===== src/pkg/pcau_map.vh =====
/*
 * constants for the counter, compare and arithmetic unit: opcodes, widths,
 * counter bank size and condition code bit positions.
 * assumes it is included by bare name from the core file, the checker and the bench.
 */
`ifndef PCAU_MAP_VH
`define PCAU_MAP_VH

// ----------------------------------------------------------------
// operation codes
// ----------------------------------------------------------------
`define PCAU_OP_NOP    5'h00
`define PCAU_OP_SET    5'h01
`define PCAU_OP_RST    5'h02
`define PCAU_OP_UP     5'h03
`define PCAU_OP_DOWN   5'h04
`define PCAU_OP_SCAN   5'h05
`define PCAU_OP_LDBIN  5'h06
`define PCAU_OP_LDBCD  5'h07
`define PCAU_OP_EQ     5'h08
`define PCAU_OP_NE     5'h09
`define PCAU_OP_GT     5'h0a
`define PCAU_OP_GE     5'h0b
`define PCAU_OP_LT     5'h0c
`define PCAU_OP_LE     5'h0d
`define PCAU_OP_ADD    5'h0e
`define PCAU_OP_SUB    5'h0f
`define PCAU_OP_LDWORD 5'h10

// ----------------------------------------------------------------
// sizes and limits
// ----------------------------------------------------------------
`define PCAU_CNT_NUM   16
`define PCAU_CNT_AW    4
`define PCAU_CNT_MAX   10'h3e7
`define PCAU_WORD_W    16

// ----------------------------------------------------------------
// condition code bits: cc1, cc0, overflow
// ----------------------------------------------------------------
`define PCAU_CC_CC1    2
`define PCAU_CC_CC0    1
`define PCAU_CC_OV     0
`define PCAU_CC_RST    3'h0

`endif


===== src/core/pcau_core.v =====
/*
 * counter bank, accumulator compare and fixed-point add/subtract unit.
 * assumes the sequencer presents one operation per op_valid_i pulse, with
 * operands synchronous to core_clk_i; every result is visible one cycle later.
 */
`timescale 1ns/10ps
`default_nettype none
`include "pcau_map.vh"

// Contract
// - each counter stays within 0 to 999.
// - set loads the counter only on a rising logic result bit.
// - set takes its count from the primary operand register.
// - reset forces zero whenever the logic result bit is one.
// - count up adds one on a rising logic result bit.
// - count down subtracts one on a rising logic result bit.
// - with the logic result bit low, up and down change nothing.
// - scan yields one for a nonzero count, zero otherwise.
// - load puts the present count into the primary operand register.
// - bcd load delivers the count as three bcd digits.
// - comparisons leave both operand registers untouched.
// - equality compares raw bit patterns.
// - inequality compares raw bit patterns.
// - greater tests compare secondary against primary, signed.
// - less tests compare secondary against primary, signed.
// - comparisons run whatever the incoming logic result bit.
// - comparison verdict is written to the logic result bit.
// - comparisons update the condition code flags.
// - arithmetic writes its result into the primary operand register.
// - addition sums both operand registers.
// - subtraction computes secondary minus primary.
// - arithmetic operands are 16-bit signed fixed point.
// - arithmetic leaves the secondary operand register unchanged.
// - arithmetic keeps the logic result bit, sets condition codes.
// - a load first shifts primary into secondary.
module pcau_core
(
    input  wire        core_clk_i,
    input  wire        nrst_i,
    input  wire        op_valid_i,
    input  wire [4:0]  op_code_i,
    input  wire [3:0]  cnt_sel_i,
    input  wire        logic_result_bit_i,
    input  wire [15:0] load_word_i,
    input  wire [15:0] primary_operand_register_i,
    input  wire [15:0] secondary_operand_register_i,
    input  wire        accu_wr_i,
    output reg         logic_result_bit_o,
    output reg  [15:0] primary_operand_register_o,
    output reg  [15:0] secondary_operand_register_o,
    output reg  [2:0]  cond_code_o,
    output reg         done_o
);

    // ----------------------------------------------------------------
    // storage
    // ----------------------------------------------------------------
    reg  [9:0]  count_r [0:`PCAU_CNT_NUM-1];
    reg         edge_mem_r [0:`PCAU_CNT_NUM-1];

    wire [9:0]  cur_cnt   = count_r[cnt_sel_i];
    wire        prev_lrb  = edge_mem_r[cnt_sel_i];
    wire        rise      = logic_result_bit_i & ~prev_lrb;
    wire [15:0] acc1      = primary_operand_register_o;
    wire [15:0] acc2      = secondary_operand_register_o;

    // ----------------------------------------------------------------
    // bcd conversion
    // ----------------------------------------------------------------
    // bcd word to binary, digits above 9 clamp
    wire [3:0]  bcd_h     = (acc1[11:8] > 4'h9) ? 4'h9 : acc1[11:8];
    wire [3:0]  bcd_t     = (acc1[7:4]  > 4'h9) ? 4'h9 : acc1[7:4];
    wire [3:0]  bcd_u     = (acc1[3:0]  > 4'h9) ? 4'h9 : acc1[3:0];
    wire [9:0]  set_val   = {6'h00, bcd_h} * 10'h064 + {6'h00, bcd_t} * 10'h00a
                            + {6'h00, bcd_u};

    // binary count to three bcd digits
    // quotients stay ten bits wide and are cut to a digit on purpose below
    wire [9:0]  quo_h     = cur_cnt / 10'h064;
    wire [9:0]  rem_h     = cur_cnt % 10'h064;
    wire [9:0]  quo_t     = rem_h / 10'h00a;
    wire [9:0]  rem_t     = rem_h % 10'h00a;
    wire [3:0]  dig_h     = quo_h[3:0];
    wire [3:0]  dig_t     = quo_t[3:0];
    wire [3:0]  dig_u     = rem_t[3:0];

    // ----------------------------------------------------------------
    // fixed-point arithmetic
    // ----------------------------------------------------------------
    // signed 16-bit arithmetic with overflow
    // results wrap modulo 2^16; only the overflow flag reports the loss
    wire [15:0] sum       = acc2 + acc1;
    wire [15:0] diff      = acc2 - acc1;
    wire        ov_add    = (acc2[15] == acc1[15]) && (sum[15] != acc2[15]);
    wire        ov_sub    = (acc2[15] != acc1[15]) && (diff[15] != acc2[15]);
    wire signed [15:0] s1 = acc1;
    wire signed [15:0] s2 = acc2;

    // ----------------------------------------------------------------
    // next-value logic
    // ----------------------------------------------------------------
    reg         lrb_nxt;
    reg  [15:0] a1_nxt;
    reg  [15:0] a2_nxt;
    reg  [2:0]  cc_nxt;
    reg  [9:0]  cnt_nxt;
    reg         cnt_we;
    reg         cmp;

    // one decoder for all operations; unknown codes change nothing
    always @*
    begin
        lrb_nxt = logic_result_bit_o;
        a1_nxt  = acc1;
        a2_nxt  = acc2;
        cc_nxt  = cond_code_o;
        cnt_nxt = cur_cnt;
        cnt_we  = 1'b0;
        cmp     = 1'b0;
        case (op_code_i)
            `PCAU_OP_SET:
            begin
                if (rise)
                begin
                    cnt_nxt = set_val;
                    cnt_we  = 1'b1;
                end
            end
            `PCAU_OP_RST:
            begin
                // held at zero while bit is one
                if (logic_result_bit_i)
                begin
                    cnt_nxt = 10'h000;
                    cnt_we  = 1'b1;
                end
            end
            `PCAU_OP_UP:
            begin
                // step up on edge; saturate at top
                if (rise && cur_cnt != `PCAU_CNT_MAX)
                begin
                    cnt_nxt = cur_cnt + 10'h001;
                    cnt_we  = 1'b1;
                end
            end
            `PCAU_OP_DOWN:
            begin
                // step down on edge; low bit idles
                if (rise && cur_cnt != 10'h000)
                begin
                    cnt_nxt = cur_cnt - 10'h001;
                    cnt_we  = 1'b1;
                end
            end
            `PCAU_OP_SCAN:
                lrb_nxt = (cur_cnt != 10'h000);
            `PCAU_OP_LDBIN:
            begin
                a2_nxt = acc1;
                a1_nxt = {6'h00, cur_cnt};
            end
            `PCAU_OP_LDBCD:
            begin
                a2_nxt = acc1;
                a1_nxt = {4'h0, dig_h, dig_t, dig_u};
            end
            `PCAU_OP_LDWORD:
            begin
                // plain word load shifts primary down
                a2_nxt = acc1;
                a1_nxt = load_word_i;
            end
            `PCAU_OP_EQ:
            begin
                cmp = (acc2 == acc1);
            end
            `PCAU_OP_NE:
            begin
                cmp = (acc2 != acc1);
            end
            `PCAU_OP_GT:
            begin
                cmp = (s2 > s1);
            end
            `PCAU_OP_GE:
            begin
                cmp = (s2 >= s1);
            end
            `PCAU_OP_LT:
            begin
                cmp = (s2 < s1);
            end
            `PCAU_OP_LE:
            begin
                cmp = (s2 <= s1);
            end
            `PCAU_OP_ADD:
            begin
                a1_nxt = sum;
                // sum to primary and flags set, logic result bit kept
                cc_nxt = {sum[15], (sum != 16'h0000) & ~sum[15], ov_add};
            end
            `PCAU_OP_SUB:
            begin
                a1_nxt = diff;
                cc_nxt = {diff[15], (diff != 16'h0000) & ~diff[15], ov_sub};
            end
            default:
                lrb_nxt = logic_result_bit_o;
        endcase
        if (op_code_i >= `PCAU_OP_EQ && op_code_i <= `PCAU_OP_LE)
        begin
            // verdict to logic result bit; accus untouched
            lrb_nxt = cmp;
            // cc1/cc0 encode less, greater; equal gives 00
            cc_nxt  = {(s2 < s1), (s2 > s1), 1'b0};
        end
    end

    // ----------------------------------------------------------------
    // registers
    // ----------------------------------------------------------------
    // accumulators may also be written directly by the sequencer when idle
    // an operation wins over accu_wr_i in the same cycle, so no result is torn
    always @(posedge core_clk_i)
    begin
        if (!nrst_i)
        begin
            logic_result_bit_o           <= 1'b0;
            primary_operand_register_o   <= 16'h0000;
            secondary_operand_register_o <= 16'h0000;
            cond_code_o                  <= `PCAU_CC_RST;
            done_o                       <= 1'b0;
        end
        else
        begin
            done_o <= op_valid_i;
            if (op_valid_i)
            begin
                logic_result_bit_o           <= lrb_nxt;
                primary_operand_register_o   <= a1_nxt;
                secondary_operand_register_o <= a2_nxt;
                cond_code_o                  <= cc_nxt;
            end
            else if (accu_wr_i)
            begin
                primary_operand_register_o   <= primary_operand_register_i;
                secondary_operand_register_o <= secondary_operand_register_i;
            end
        end
    end

    // one-hot counter select keeps the per-entry compare free of width casts
    wire [15:0] sel_hot = 16'h0001 << cnt_sel_i;

    // per-counter value and edge memory; edge memory tracks only counter ops
    // the edge memory is shared by set, reset, up and down of one counter
    genvar g;
    generate
        for (g = 0; g < `PCAU_CNT_NUM; g = g + 1)
        begin : g_cnt
            wire sel = op_valid_i && sel_hot[g];
            wire cop = (op_code_i >= `PCAU_OP_SET) && (op_code_i <= `PCAU_OP_DOWN);
            always @(posedge core_clk_i)
            begin
                if (!nrst_i)
                begin
                    count_r[g]    <= 10'h000;
                    edge_mem_r[g] <= 1'b0;
                end
                else if (sel)
                begin
                    if (cnt_we)
                        count_r[g] <= cnt_nxt;
                    if (cop)
                        edge_mem_r[g] <= logic_result_bit_i;
                end
            end
        end
    endgenerate

endmodule
`default_nettype wire


===== config.mk =====
export PLATFORM = sky130hd
export DESIGN_NAME = pcau_core
export DESIGN_NICKNAME = d
export VERILOG_FILES = /design/src/core/pcau_core.v
export VERILOG_INCLUDE_DIRS = /design/src /design/src/pkg
export SDC_FILE = /design/constraint.sdc
export NUM_CORES = 1
export LEC_CHECK = 0
export CAP_MARGIN = 10
export CORE_UTILIZATION = 70
export CTS_BUF_LIST = sky130_fd_sc_hd__clkbuf_16
export CTS_CLUSTER_DIAMETER = 120
export DETAILED_ROUTE_END_ITERATION = 7
export DONT_BUFFER_PORTS = 1
export PLACE_DENSITY = 0.88
export SYNTH_ARGS = -nofsm -noshare
export SYNTH_HDL_FRONTEND = slang
export SYNTH_SLANG_ARGS = --single-unit

===== constraint.sdc =====
create_clock -name core_clk_i -period 20.4 [get_ports core_clk_i]
set_input_delay 2.04 -clock core_clk_i [delete_from_list [all_inputs] [get_ports core_clk_i]]
set_output_delay 2.04 -clock core_clk_i [all_outputs]
set_load 0.1 [all_outputs]

## After elaboration in Yosys (flattened, before gate mapping)

Memory sizes are Yosys's and may differ from the RTL's.
Index checks and enable logic that the tools add are counted.

| word-level totals | value |
|---|---|
| bits in registers | 37 |
| memories | 2 |
| RAM bits | 176 |
| word-level logic and storage cells | 282 |

| operators by class | value |
|---|---|
| bitwise logic cells | 38 |
| equality and inequality tests | 25 |
| add/sub/neg operators | 6 |
| $mul | 2 |
| reduce and logical (&&, ||, !) cells | 33 |
| muxes and demuxes | 155 |
| order comparisons | 11 |
| shifts and indexed selects | 1 |
| divide/modulo/power cells | 4 |

Memories:

| memory | depth | bits a word | rd ports | clocked after Yosys merged registers in | write ports | RTL line | text |
|---|---|---|---|---|---|---|---|
| count_r | 16 | 10 | 1 | 0 | 16 | pcau_core.v:58 | `` reg [9:0] count_r [0:`PCAU_CNT_NUM-1]; `` |
| edge_mem_r | 16 | 1 | 1 | 0 | 16 | pcau_core.v:59 | `` reg edge_mem_r [0:`PCAU_CNT_NUM-1]; `` |

Operator list:

| operator | count |
|---|---|
| $mux 10 | 20 |
| $mux 1 | 121 |
| $mux 16 | 5 |
| $pmux 16 s5 | 1 |
| $eq 5x4->1 const B | 8 |
| $pmux 10 s4 | 1 |
| $or 1x1->1 | 32 |
| $reduce_bool 16->1 | 2 |
| $logic_and 1x1->1 | 22 |
| $eq 5x3->1 const B | 4 |
| $add 16x16->16 | 1 |
| $eq 16x16->1 | 1 |
| $ge 16x16->1 | 1 |
| $gt 16x16->1 | 1 |
| $le 16x16->1 | 1 |
| $lt 16x16->1 | 1 |
| $ne 16x16->1 | 1 |
| $shl 1x4->16 const A | 1 |
| $sub 16x16->16 | 1 |
| $gt 4x4->1 const B | 3 |
| $mux 4 | 3 |
| $add 10x1->10 const B | 1 |
| $add 10x4->10 | 1 |
| $add 10x8->10 | 1 |
| 30 further kinds | 41 |

## Logic depth before layout (Yosys ltp)

Gate-level depths: netlist (run 1).
An unclocked memory read counts as a cell.

| logic depth | value |
|---|---|
| depth after elaboration | 11 |
| depth in mapped cells | 32 |
| gate-level depth less buffers | 27 |

## Least setup slack after synthesis (run 1)

No wires, ideal clock.

| path | value |
|---|---|
| path kind | in2reg |
| from | in cnt_sel_i[0] |
| to | reg primary_operand_register_o[2] |
| buffers on the path | 3 |
| slack | 11.813 ns |
| stages on the path | 26 |
| library setup time | 0.088 ns |
| required time | 20.312 ns |
| arrival | 8.499 ns |
| cell sequence | buf_2 > buf_1 > clkbuf_1 > mux4_2 > mux4_2 > inv_1 > ha_1 > nand2_1 > a21oi_1 > a32o_2 > nand2_1 > a221oi_4 > a2bb2oi_2 > o41a_1 > o22ai_4 > o21ba_4 > mux2_4 > a211o_1 > a21bo_2 > xnor2_1 > o21ai_0 > o31ai_1 > ha_1 > or3_1 > o22a_1 > o31ai_1 |

| on the way | value |
|---|---|
| longest elaborated chain between the ends | 5 |

Ends and longest elaborated chain:

| what | RTL line | text |
|---|---|---|
| start, declared | pcau_core.v:42 | `input wire [3:0] cnt_sel_i,` |
| $mem_v2 16x10 (*) | - |  |
| $mod 10x7->10 | pcau_core.v:80 | `wire [9:0] rem_h = cur_cnt % 10'h064;` |
| $mod 10x4->10 | pcau_core.v:82 | `wire [9:0] rem_t = rem_h % 10'h00a;` |
| $pmux 16 s5 (*) | pcau_core.v:120 | `case (op_code_i)` |
| $mux 16 (*) | pcau_core.v:239 | `if (op_valid_i)` |
| end signal, assigned | pcau_core.v:242 | `primary_operand_register_o <= a1_nxt;` |
| end signal, assigned | pcau_core.v:248 | `primary_operand_register_o <= primary_operand_register_i;` |
| end, declared | pcau_core.v:49 | `output reg [15:0] primary_operand_register_o,` |

Mark *: on every way between the ends. The rest lies on a longest branch, timed or not.
A chain may end at the register's enable or synchronous reset.

## Worst setup path after layout (run 1)

Same ends and word-level chain as after synthesis.

==> summary.txt, run 1 <==
Synthesis
  • Sequential-to-total area share from yosys stat: 41.4%
  • Synth area leaders: edfxtp_1, mux4_2, nor2_1
  • Seq cells post-synth: 213
  • Yosys cell types: 105
  • YS warnings: 0
  • Main synth FF type: edfxtp_1
  • Area fraction of the dominant cell type after synthesis: 36.2%
  • Leading area contributor after synthesis: edfxtp_1
  • Commonest cells in the netlist: nor2_1, edfxtp_1, nand2_1, a21oi_1, clkbuf_1
  • Gate Count Post-Synth: 1473
  • Most frequent cell after synthesis: nor2_1
  • Number of enable flip-flop cells after synthesis: 175
  • Synthesized area: 0.0145 mm2
  • Synth Net Count: 1602
  • Avg Cell Area, Syn: 9.85 um2
  • Share of flip-flops with an asynchronous set or reset: 0%

Pwr
  • Leakage: 0.00601 uW
  • Clk pwr share: 31.0%
  • Flop pwr share: 37.8%
  • Switching part of the total: 35.7%
  • Pwr dens: 90.1 mW/mm2
  • Comb power frac: 31.2%
  • Switch Pwr: 499 uW
  • Peak supply drop: 0.0922 mV
  • Int Pwr: 898 uW

CTS
  • CTS hold repair buffers: 0
  • Bufs on Longest Clock Path: 3
  • Clock Sinks: 213
  • Worst-Skew Late Latency: 540 ps
  • Post-CTS sizing: 0
  • CTS Buf Count: 22
  • CTS tree: yes
  • Setup bufs post-CTS: 0
  • Clock Root Buffer: clkbuf_16
  • CTS H-tree depth: 1
  • Clock-pin slew on the worst setup and hold paths: 70 ps

Critical path
  • Setup crit start: cnt_sel_i[0]
  • Setup CP Type: input pin to register
  • CP delay by family, top: compound AO/OA/AOI/OAI gates
  • Reg2reg start: count_r[7][5]
  • Setup crit start kind: input pin
  • R2R setup slack: 13950 ps
  • Data arrival, critical path: 8240 ps
  • Worst-path fanout max: 40
  • WP buf/inv: 1
  • Crit path largest cell delay: 520 ps
  • Worst path required time: 20850 ps
  • CP endpoint kind: register
  • Critical-path top delay cell: a2bb2oi_2

Floorplan
  • Core area: 0.0203 mm2
  • Initial core utilization: 71.5%
  • I/O Pins: 99
  • # rows: 52
  • Die footprint: 0.0213 mm2
  • Die width: 146 um
  • Die Y: 146 um

STA
  • Final WS setup: 12610 ps
  • Worst Skew: 13.2 ps
  • Setup tns final: 0 ps
  • Tightest Pin Transition: 1320 ps
  • Worst rel slew slack: 11.4%
  • Slew Viols, Final: 0
  • Number of setup violations in the final report: 0
  • F_max: 0.128 GHz
  • Tmin final: 7790 ps
  • RSZ-0062 raised after global routing: false
  • Fin crit share: 38.2%
  • Hold Violations, Final: 0

GRT
  • First-pass GRT wire length: 66300 um
  • GRT overflow: 0
  • Number of global-route vias before repair: 11920
  • Largest net degree at the start of global routing: 77
  • GRT Util Overall: 40.6%
  • Initial antenna violation count: 0

Placed design
  • Post-DP HPWL: 29800 um
  • Pre-CTS setup slack: 12260 ps
  • GP Congestion: 0.991
  • Placed Area: 0.0147 mm2
  • Placed cell count: 1686
  • IO Port Bufs: 0

Cells and area
  • Fin nets: 1569
  • Share of cells above drive strength 1: 11.5%
  • Post-route cell area: 0.0155 mm2
  • Layout area overhead: 6.80%
  • Post-Layout Cell Count: 1726
  • # diodes: 0

Routing
  • Total number of vias: 12363
  • Iter 0 DRT Violations: 1503
  • Drt drc: 0
  • Post-DRT Antenna Nets: 0
  • Vias/cell: 7.16
  • Drt pass-1 iters: 7
  • Wire length per cell: 25.1 um
  • Routed wire length: 43200 um

Flow run
  • Max_cap viols: 0

Worst hold path
  • Worst min-delay path class: register to register
  • Min-delay src: edge_mem_r[8]

Status
  • Outcome: finished clean
## worst reg2reg max path: stages (launching register included)
cell       delay, ps
edfxtp_1         390
mux2i_1          310
nand2_1          150
nand4b_1         190
and2_1           400
inv_2            200
ha_1             310
nor2_1           140
nand3_2          150
nand2_4          140
a31oi_2          130
a21oi_1          240
a2bb2oi_2        520
o21ba_2          270
a2bb2oi_4        180
a31oi_1          270
nand2_2          110
xnor2_1          450
a211o_1          290
o211a_1          230
mux2i_1          300
o31ai_1          140
ha_1             280
or3_1            370
o22a_1           180
o31ai_1           60
## metrics by stage
step	power (uW)	utilization, %	hold slack, ps
floorplan	874	-	478
global placement	947	72.6	500
detailed placement	958	72.6	509
CTS	1380	76.4	523
global route	1450	76.4	592
finish	1400	76.4	521
## registers in the layout, summed over array words and instances (netlist names)
| name | count |
|---|---|
| edge_mem_r | 16 |
| count_r | 160 |
| secondary_operand_register_o | 16 |
| logic_result_bit_o | 1 |
| primary_operand_register_o | 16 |
| done_o | 1 |
| cond_code_o | 3 |
## routing by layer
metal,global-route usage [%],wire (um)
met2,66.9,20300
met1,51.0,15200
met4,23.2,2910
met5,0,0
met3,6.83,4900
## power groups by stage
stage | clock network (uW) | logic (uW) | registers (uW)
floorplan | 0 | 326 | 547
global placement | 0 | 413 | 535
detailed placement | 0 | 422 | 536
CTS | 432 | 425 | 527
global route | 446 | 471 | 529
finish | 433 | 436 | 528
## layout make-up
cell class	instances	area (um2)
Multi-Input combinational cell	1114	7930
Sequential cell	213	6020
Fill cell	1326	4800
Clock buffer	22	551
Tap cell	270	338
Timing Repair Buffer	31	233
Inverter	58	220
Clock inverter	18	218
## path summary, 6_finish.rpt
kind,endpoint,cells after the start
setup / recovery,primary_operand_register_o[2],25
hold / removal,edge_mem_r[8],2
setup reg to reg,primary_operand_register_o[2],25
hold reg to reg,edge_mem_r[8],2
## placed cells by master, fill, tap and decap left out, drive strengths merged, types with 8 or more instances in the layout
master	n
xor2	12
ha	61
o221ai	10
and3	8
nand4	9
nand2b	16
and2	17
mux4	43
a21oi	90
a221oi	13
nor2	238
o211a	20
a22oi	13
o22ai	8
clkinv	8
nand2	143
edfxtp	175
or3	8
nor3	26
mux2i	43
clkbuf	22
buf	31
nand3	38
a21o	14
xnor2	27
dfxtp	38
o21bai	9
inv	62
nor2b	13
o21a	10
o21ai	76
o211ai	19
a31oi	14
a211oi	10
## cell families (layout without fill, tap and decap cells)
| family | Yosys count | in the layout | synth area share (%) |
|---|---|---|---|
| buf+inv | 146 | 129 | 4.32 |
| other cells | 1 | 1 | 0.0258 |
| simple gates | 541 | 541 | 16.9 |
| fa+ha+maj | 67 | 67 | 6.09 |
| flops | 213 | 213 | 41.4 |
| compound gates | 373 | 373 | 18.4 |
| mux | 93 | 93 | 10.4 |
| xor+xnor | 39 | 39 | 2.41 |
Power figures use the tool's default switching activity.
==> run 2, diff against run 1 <==
--- a/config.mk
+++ b/config.mk
@@ -6,13 +6,14 @@
 export SDC_FILE = /design/constraint.sdc
 export NUM_CORES = 1
 export LEC_CHECK = 0
+export ABC_AREA = 1
 export CAP_MARGIN = 10
-export CORE_UTILIZATION = 70
+export CORE_UTILIZATION = 59
 export CTS_BUF_LIST = sky130_fd_sc_hd__clkbuf_16
 export CTS_CLUSTER_DIAMETER = 120
 export DETAILED_ROUTE_END_ITERATION = 7
 export DONT_BUFFER_PORTS = 1
-export PLACE_DENSITY = 0.88
+export PLACE_DENSITY = 0.8
 export SYNTH_ARGS = -nofsm -noshare
 export SYNTH_HDL_FRONTEND = slang
 export SYNTH_SLANG_ARGS = --single-unit
==> constraint.sdc (replaced) <==
create_clock -name core_clk_i -period 6.2 [get_ports core_clk_i]
set_input_delay 0.62 -clock core_clk_i [delete_from_list [all_inputs] [get_ports core_clk_i]]
set_output_delay 0.62 -clock core_clk_i [all_outputs]
set_load 0.1 [all_outputs]
==> run 2 against run 1 <==
  * Clock skew is essentially flat
  * Critical path depth rose by 23
  * Count of clock-buffer cells in the layout grew 2
  * Cell area decreased by 1.5%
  * Global-route usage down 6.5 points
  * Flip-flop and latch count unchanged
  * Largest power group is now combinational logic
  * Cell count rose by 25%
  * Setup slack worse by 12000 ps
==> summary.txt, run 2 <==
Status
  • Outcome: finished clean (unchanged)

Synthesis
  • Most frequent cell after synthesis: nand2_1 (was nor2_1)
  • Commonest cells in the netlist: nand2_1, nor2_1, edfxtp_1, inv_1, nand3_1 (was nor2_1, edfxtp_1, nand2_1, a21oi_1, clkbuf_1)
  • Leading area contributor after synthesis: edfxtp_1 (unchanged)
  • Synth Net Count: 1961 (was 1602)
  • Sequential-to-total area share from yosys stat: 42.5% (was 41.4%)
  • Synthesized area: 0.0142 mm2 (was 0.0145 mm2)
  • Synth area leaders: edfxtp_1, nand2_1, nor2_1 (was edfxtp_1, mux4_2, nor2_1)
  • Seq cells post-synth: 213 (unchanged)
  • Gate Count Post-Synth: 1832 (was 1473)
  • Yosys cell types: 59 (was 105)
  • Number of enable flip-flop cells after synthesis: 175 (unchanged)
  • Main synth FF type: edfxtp_1 (unchanged)
  • Share of flip-flops with an asynchronous set or reset: 0% (unchanged)
  • Area fraction of the dominant cell type after synthesis: 37.1% (was 36.2%)
  • YS warnings: 0 (unchanged)
  • Avg Cell Area, Syn: 7.73 um2 (was 9.85 um2)

Placed design
  • Post-DP HPWL: 29900 um (was 29800 um)
  • Pre-CTS setup slack: 124 ps (was 12260 ps)
  • GP Congestion: 0.958 (was 0.991)
  • Placed cell count: 2113 (was 1686)
  • IO Port Bufs: 0 (unchanged)

Cells and area
  • Post-Layout Cell Count: 2159 (was 1726)
  • Fin nets: 1951 (was 1569)
  • Most common cell after layout, fill and taps aside: nand2_1 (was nor2_1)
  • Share of cells above drive strength 1: 8.10% (was 11.5%)
  • Layout area overhead: 7.80% (was 6.80%)
  • Max reg flops: 160 (unchanged)
  • Most flop-heavy register: count_r (unchanged)
  • # diodes: 0 (unchanged)
  • Commonest cells after routing, fill and taps aside: nand2_1, nor2_1, edfxtp_1, inv_1, nand3_1 (was nor2_1, edfxtp_1, nand2_1, a21oi_1, o21ai_0)

Routing
  • Drt pass-1 iters: 7 (unchanged)
  • Total number of vias: 13200 (was 12363)
  • Wire length per cell: 19.7 um (was 25.1 um)
  • Vias/cell: 6.11 (was 7.16)
  • Post-DRT Antenna Nets: 0 (unchanged)
  • Routed wire length: 42600 um (was 43200 um)
  • Iter 0 DRT Violations: 1652 (was 1503)
  • Drt drc: 0 (unchanged)

Critical path
  • End of the critical path: primary_operand_register_o[3] (was primary_operand_register_o[2])
  • Critical path depth: 48 (was 25)
  • CP endpoint kind: register (unchanged)
  • Data arrival, critical path: 6070 ps (was 8240 ps)
  • R2R setup slack: 700 ps (was 13950 ps)
  • Setup crit start: cnt_sel_i[0] (unchanged)
  • Setup crit start kind: input pin (unchanged)
  • Setup CP Type: input pin to register (unchanged)
  • Reg-to-reg endpoint: primary_operand_register_o[3] (was primary_operand_register_o[2])
  • WP buf/inv: 5 (was 1)
  • R2R cell count: 47 (was 25)
  • Critical-path top delay cell: nor2_4 (was a2bb2oi_2)
  • Worst-path fanout max: 45 (was 40)
  • Reg2reg start: count_r[3][0] (was count_r[7][5])
  • CP delay by family, top: simple AND/OR/NAND/NOR gates (was compound AO/OA/AOI/OAI gates)
  • Worst path required time: 6650 ps (was 20850 ps)
  • Crit path largest cell delay: 570 ps (was 520 ps)

GRT
  • Largest net degree at the start of global routing: 58 (was 77)
  • GRT Util Overall: 34.1% (was 40.6%)
  • First-pass GRT wire length: 64500 um (was 66300 um)
  • GRT overflow: 0 (unchanged)
  • Number of global-route vias before repair: 12121 (was 11920)
  • Initial antenna violation count: 0 (unchanged)

CTS
  • Clock Sinks: 213 (unchanged)
  • Bufs on Longest Clock Path: 3 (unchanged)
  • CTS Buf Count: 24 (was 22)
  • CTS H-tree depth: 1 (unchanged)
  • Worst-Skew Late Latency: 540 ps (about the same)
  • Clock-pin slew on the worst setup and hold paths: 60 ps (was 70 ps)
  • CTS hold repair buffers: 0 (unchanged)
  • CTS tree: yes (unchanged)
  • Clock Root Buffer: clkbuf_16 (unchanged)

Pwr
  • Pwr dens: 319 mW/mm2 (was 90.1 mW/mm2)
  • Total Power: 4870 uW (was 1400 uW)
  • Leakage: 0.00653 uW (was 0.00601 uW)
  • Peak supply drop: 0.261 mV (was 0.0922 mV)

Floorplan
  • Core area: 0.0235 mm2 (was 0.0203 mm2)
  • Die Y: 157 um (was 146 um)
  • Die footprint: 0.0246 mm2 (was 0.0213 mm2)
  • I/O Pins: 99 (unchanged)
  • # rows: 56 (was 52)
  • Initial core utilization: 60.3% (was 71.5%)
  • Die width: 157 um (was 146 um)

STA
  • Worst Skew: 12.7 ps (was 13.2 ps)
  • Fin crit share: 90.5%
  • Tightest Pin Transition: 1100 ps (was 1320 ps)
  • Hold Violations, Final: 0 (unchanged)
  • Tmin final: 5610 ps
  • Fin Hold WS: 186 ps (was 521 ps)
  • F_max: 0.178 GHz
  • Final WS setup: 590 ps (was 12610 ps)
  • RSZ-0062 raised after global routing: false (unchanged)
  • Setup tns final: 0 ps (unchanged)
  • Number of setup violations in the final report: 0 (unchanged)
  • Worst rel slew slack: 26.9% (was 11.4%)
  • Slew Viols, Final: 0 (unchanged)

Worst hold path
  • Worst Hold Depth: 2 (unchanged)
  • Worst min-delay path class: input pin to register (was register to register)

Flow run
  • Max_cap viols: 0 (unchanged)
## run 2: cell count changes after synthesis, moves of 19 or more
cell,previous run,this run
nand2_1,140,473
inv_1,54,167
nand3_1,35,93
mux4_2,43,0
nor2_1,237,277
mux2i_1,39,0
nand4_1,9,36
nand2_2,2,27
clkbuf_1,67,45
clkinv_1,2,22
o211a_1,19,0
## run 2: area by class of cell
class,instances,area (um2)
clock buffers,24,601
clock inverters,20,183
fillers,1991,8210
inverters,198,751
multi-input cells,1345,7020
flip-flops and latches,213,6020
well taps,319,399
repair buffers,40,300
## run 2: worst min-delay path by stage
stage	from	end
final	op_valid_i	done_o
after detailed placement	edge_mem_r[8]	edge_mem_r[8]
after global placement	edge_mem_r[8]	edge_mem_r[8]
after global routing	op_valid_i	done_o
after CTS	op_valid_i	done_o
after floorplan	edge_mem_r[8]	edge_mem_r[8]
## run 2: cell families (layout without fill, tap and decap cells)
logic type,count (synthesis),after routing,synth area share [%]
AO/OA/AOI/OAI,280,280,12.1
XOR/XNOR,38,38,2.35
adder cells (fa/ha/maj),67,67,6.24
buffers and inverters,276,282,8.22
flip-flops,213,213,42.5
other,1,1,0.0265
AND/OR/NAND/NOR,957,959,28.6
## run 2: worst reg2reg max path: cells and delay by family (launching register included)
| family | cells | cell delay [ps] |
|---|---|---|
| and+or+nand+nor | 37 | 3520 |
| AOI/OAI and AO/OA | 4 | 640 |
| buffers and inverters | 4 | 440 |
| DFF | 1 | 430 |
| adders and majority gates | 2 | 390 |
## run 2: power breakdown
group / switching, uW / leakage (uW) / internal [uW]
Sequential: 108 / 0.00211 / 1600
Clock: 611 / 0.000385 / 798
Combinational: 1220 / 0.00404 / 528
## run 2: stage by stage
stage	utilization [%]	area [um2]
after CTS	65.0	15300
after floorplan	-	14200
after detailed placement	61.6	14500
after global routing	65.0	15300
final	65.0	15300
after global placement	61.6	14500
## run 2: what timing repair did
item,in CTS,in global routing
endpoints found under the setup margin,0,1
gates resized for setup,0,0
setup buffers,0,0
## run 2: metal layers
metal / vias up / global-route usage, % / part of all wire (%)
met5: - / 0 / 0
met4: 0 / 10.6 / 2.8
met3: 106 / 6.44 / 12
met2: 845 / 51.9 / 44
met1: 6140 / 49.2 / 41
li1: 6109 / - / -
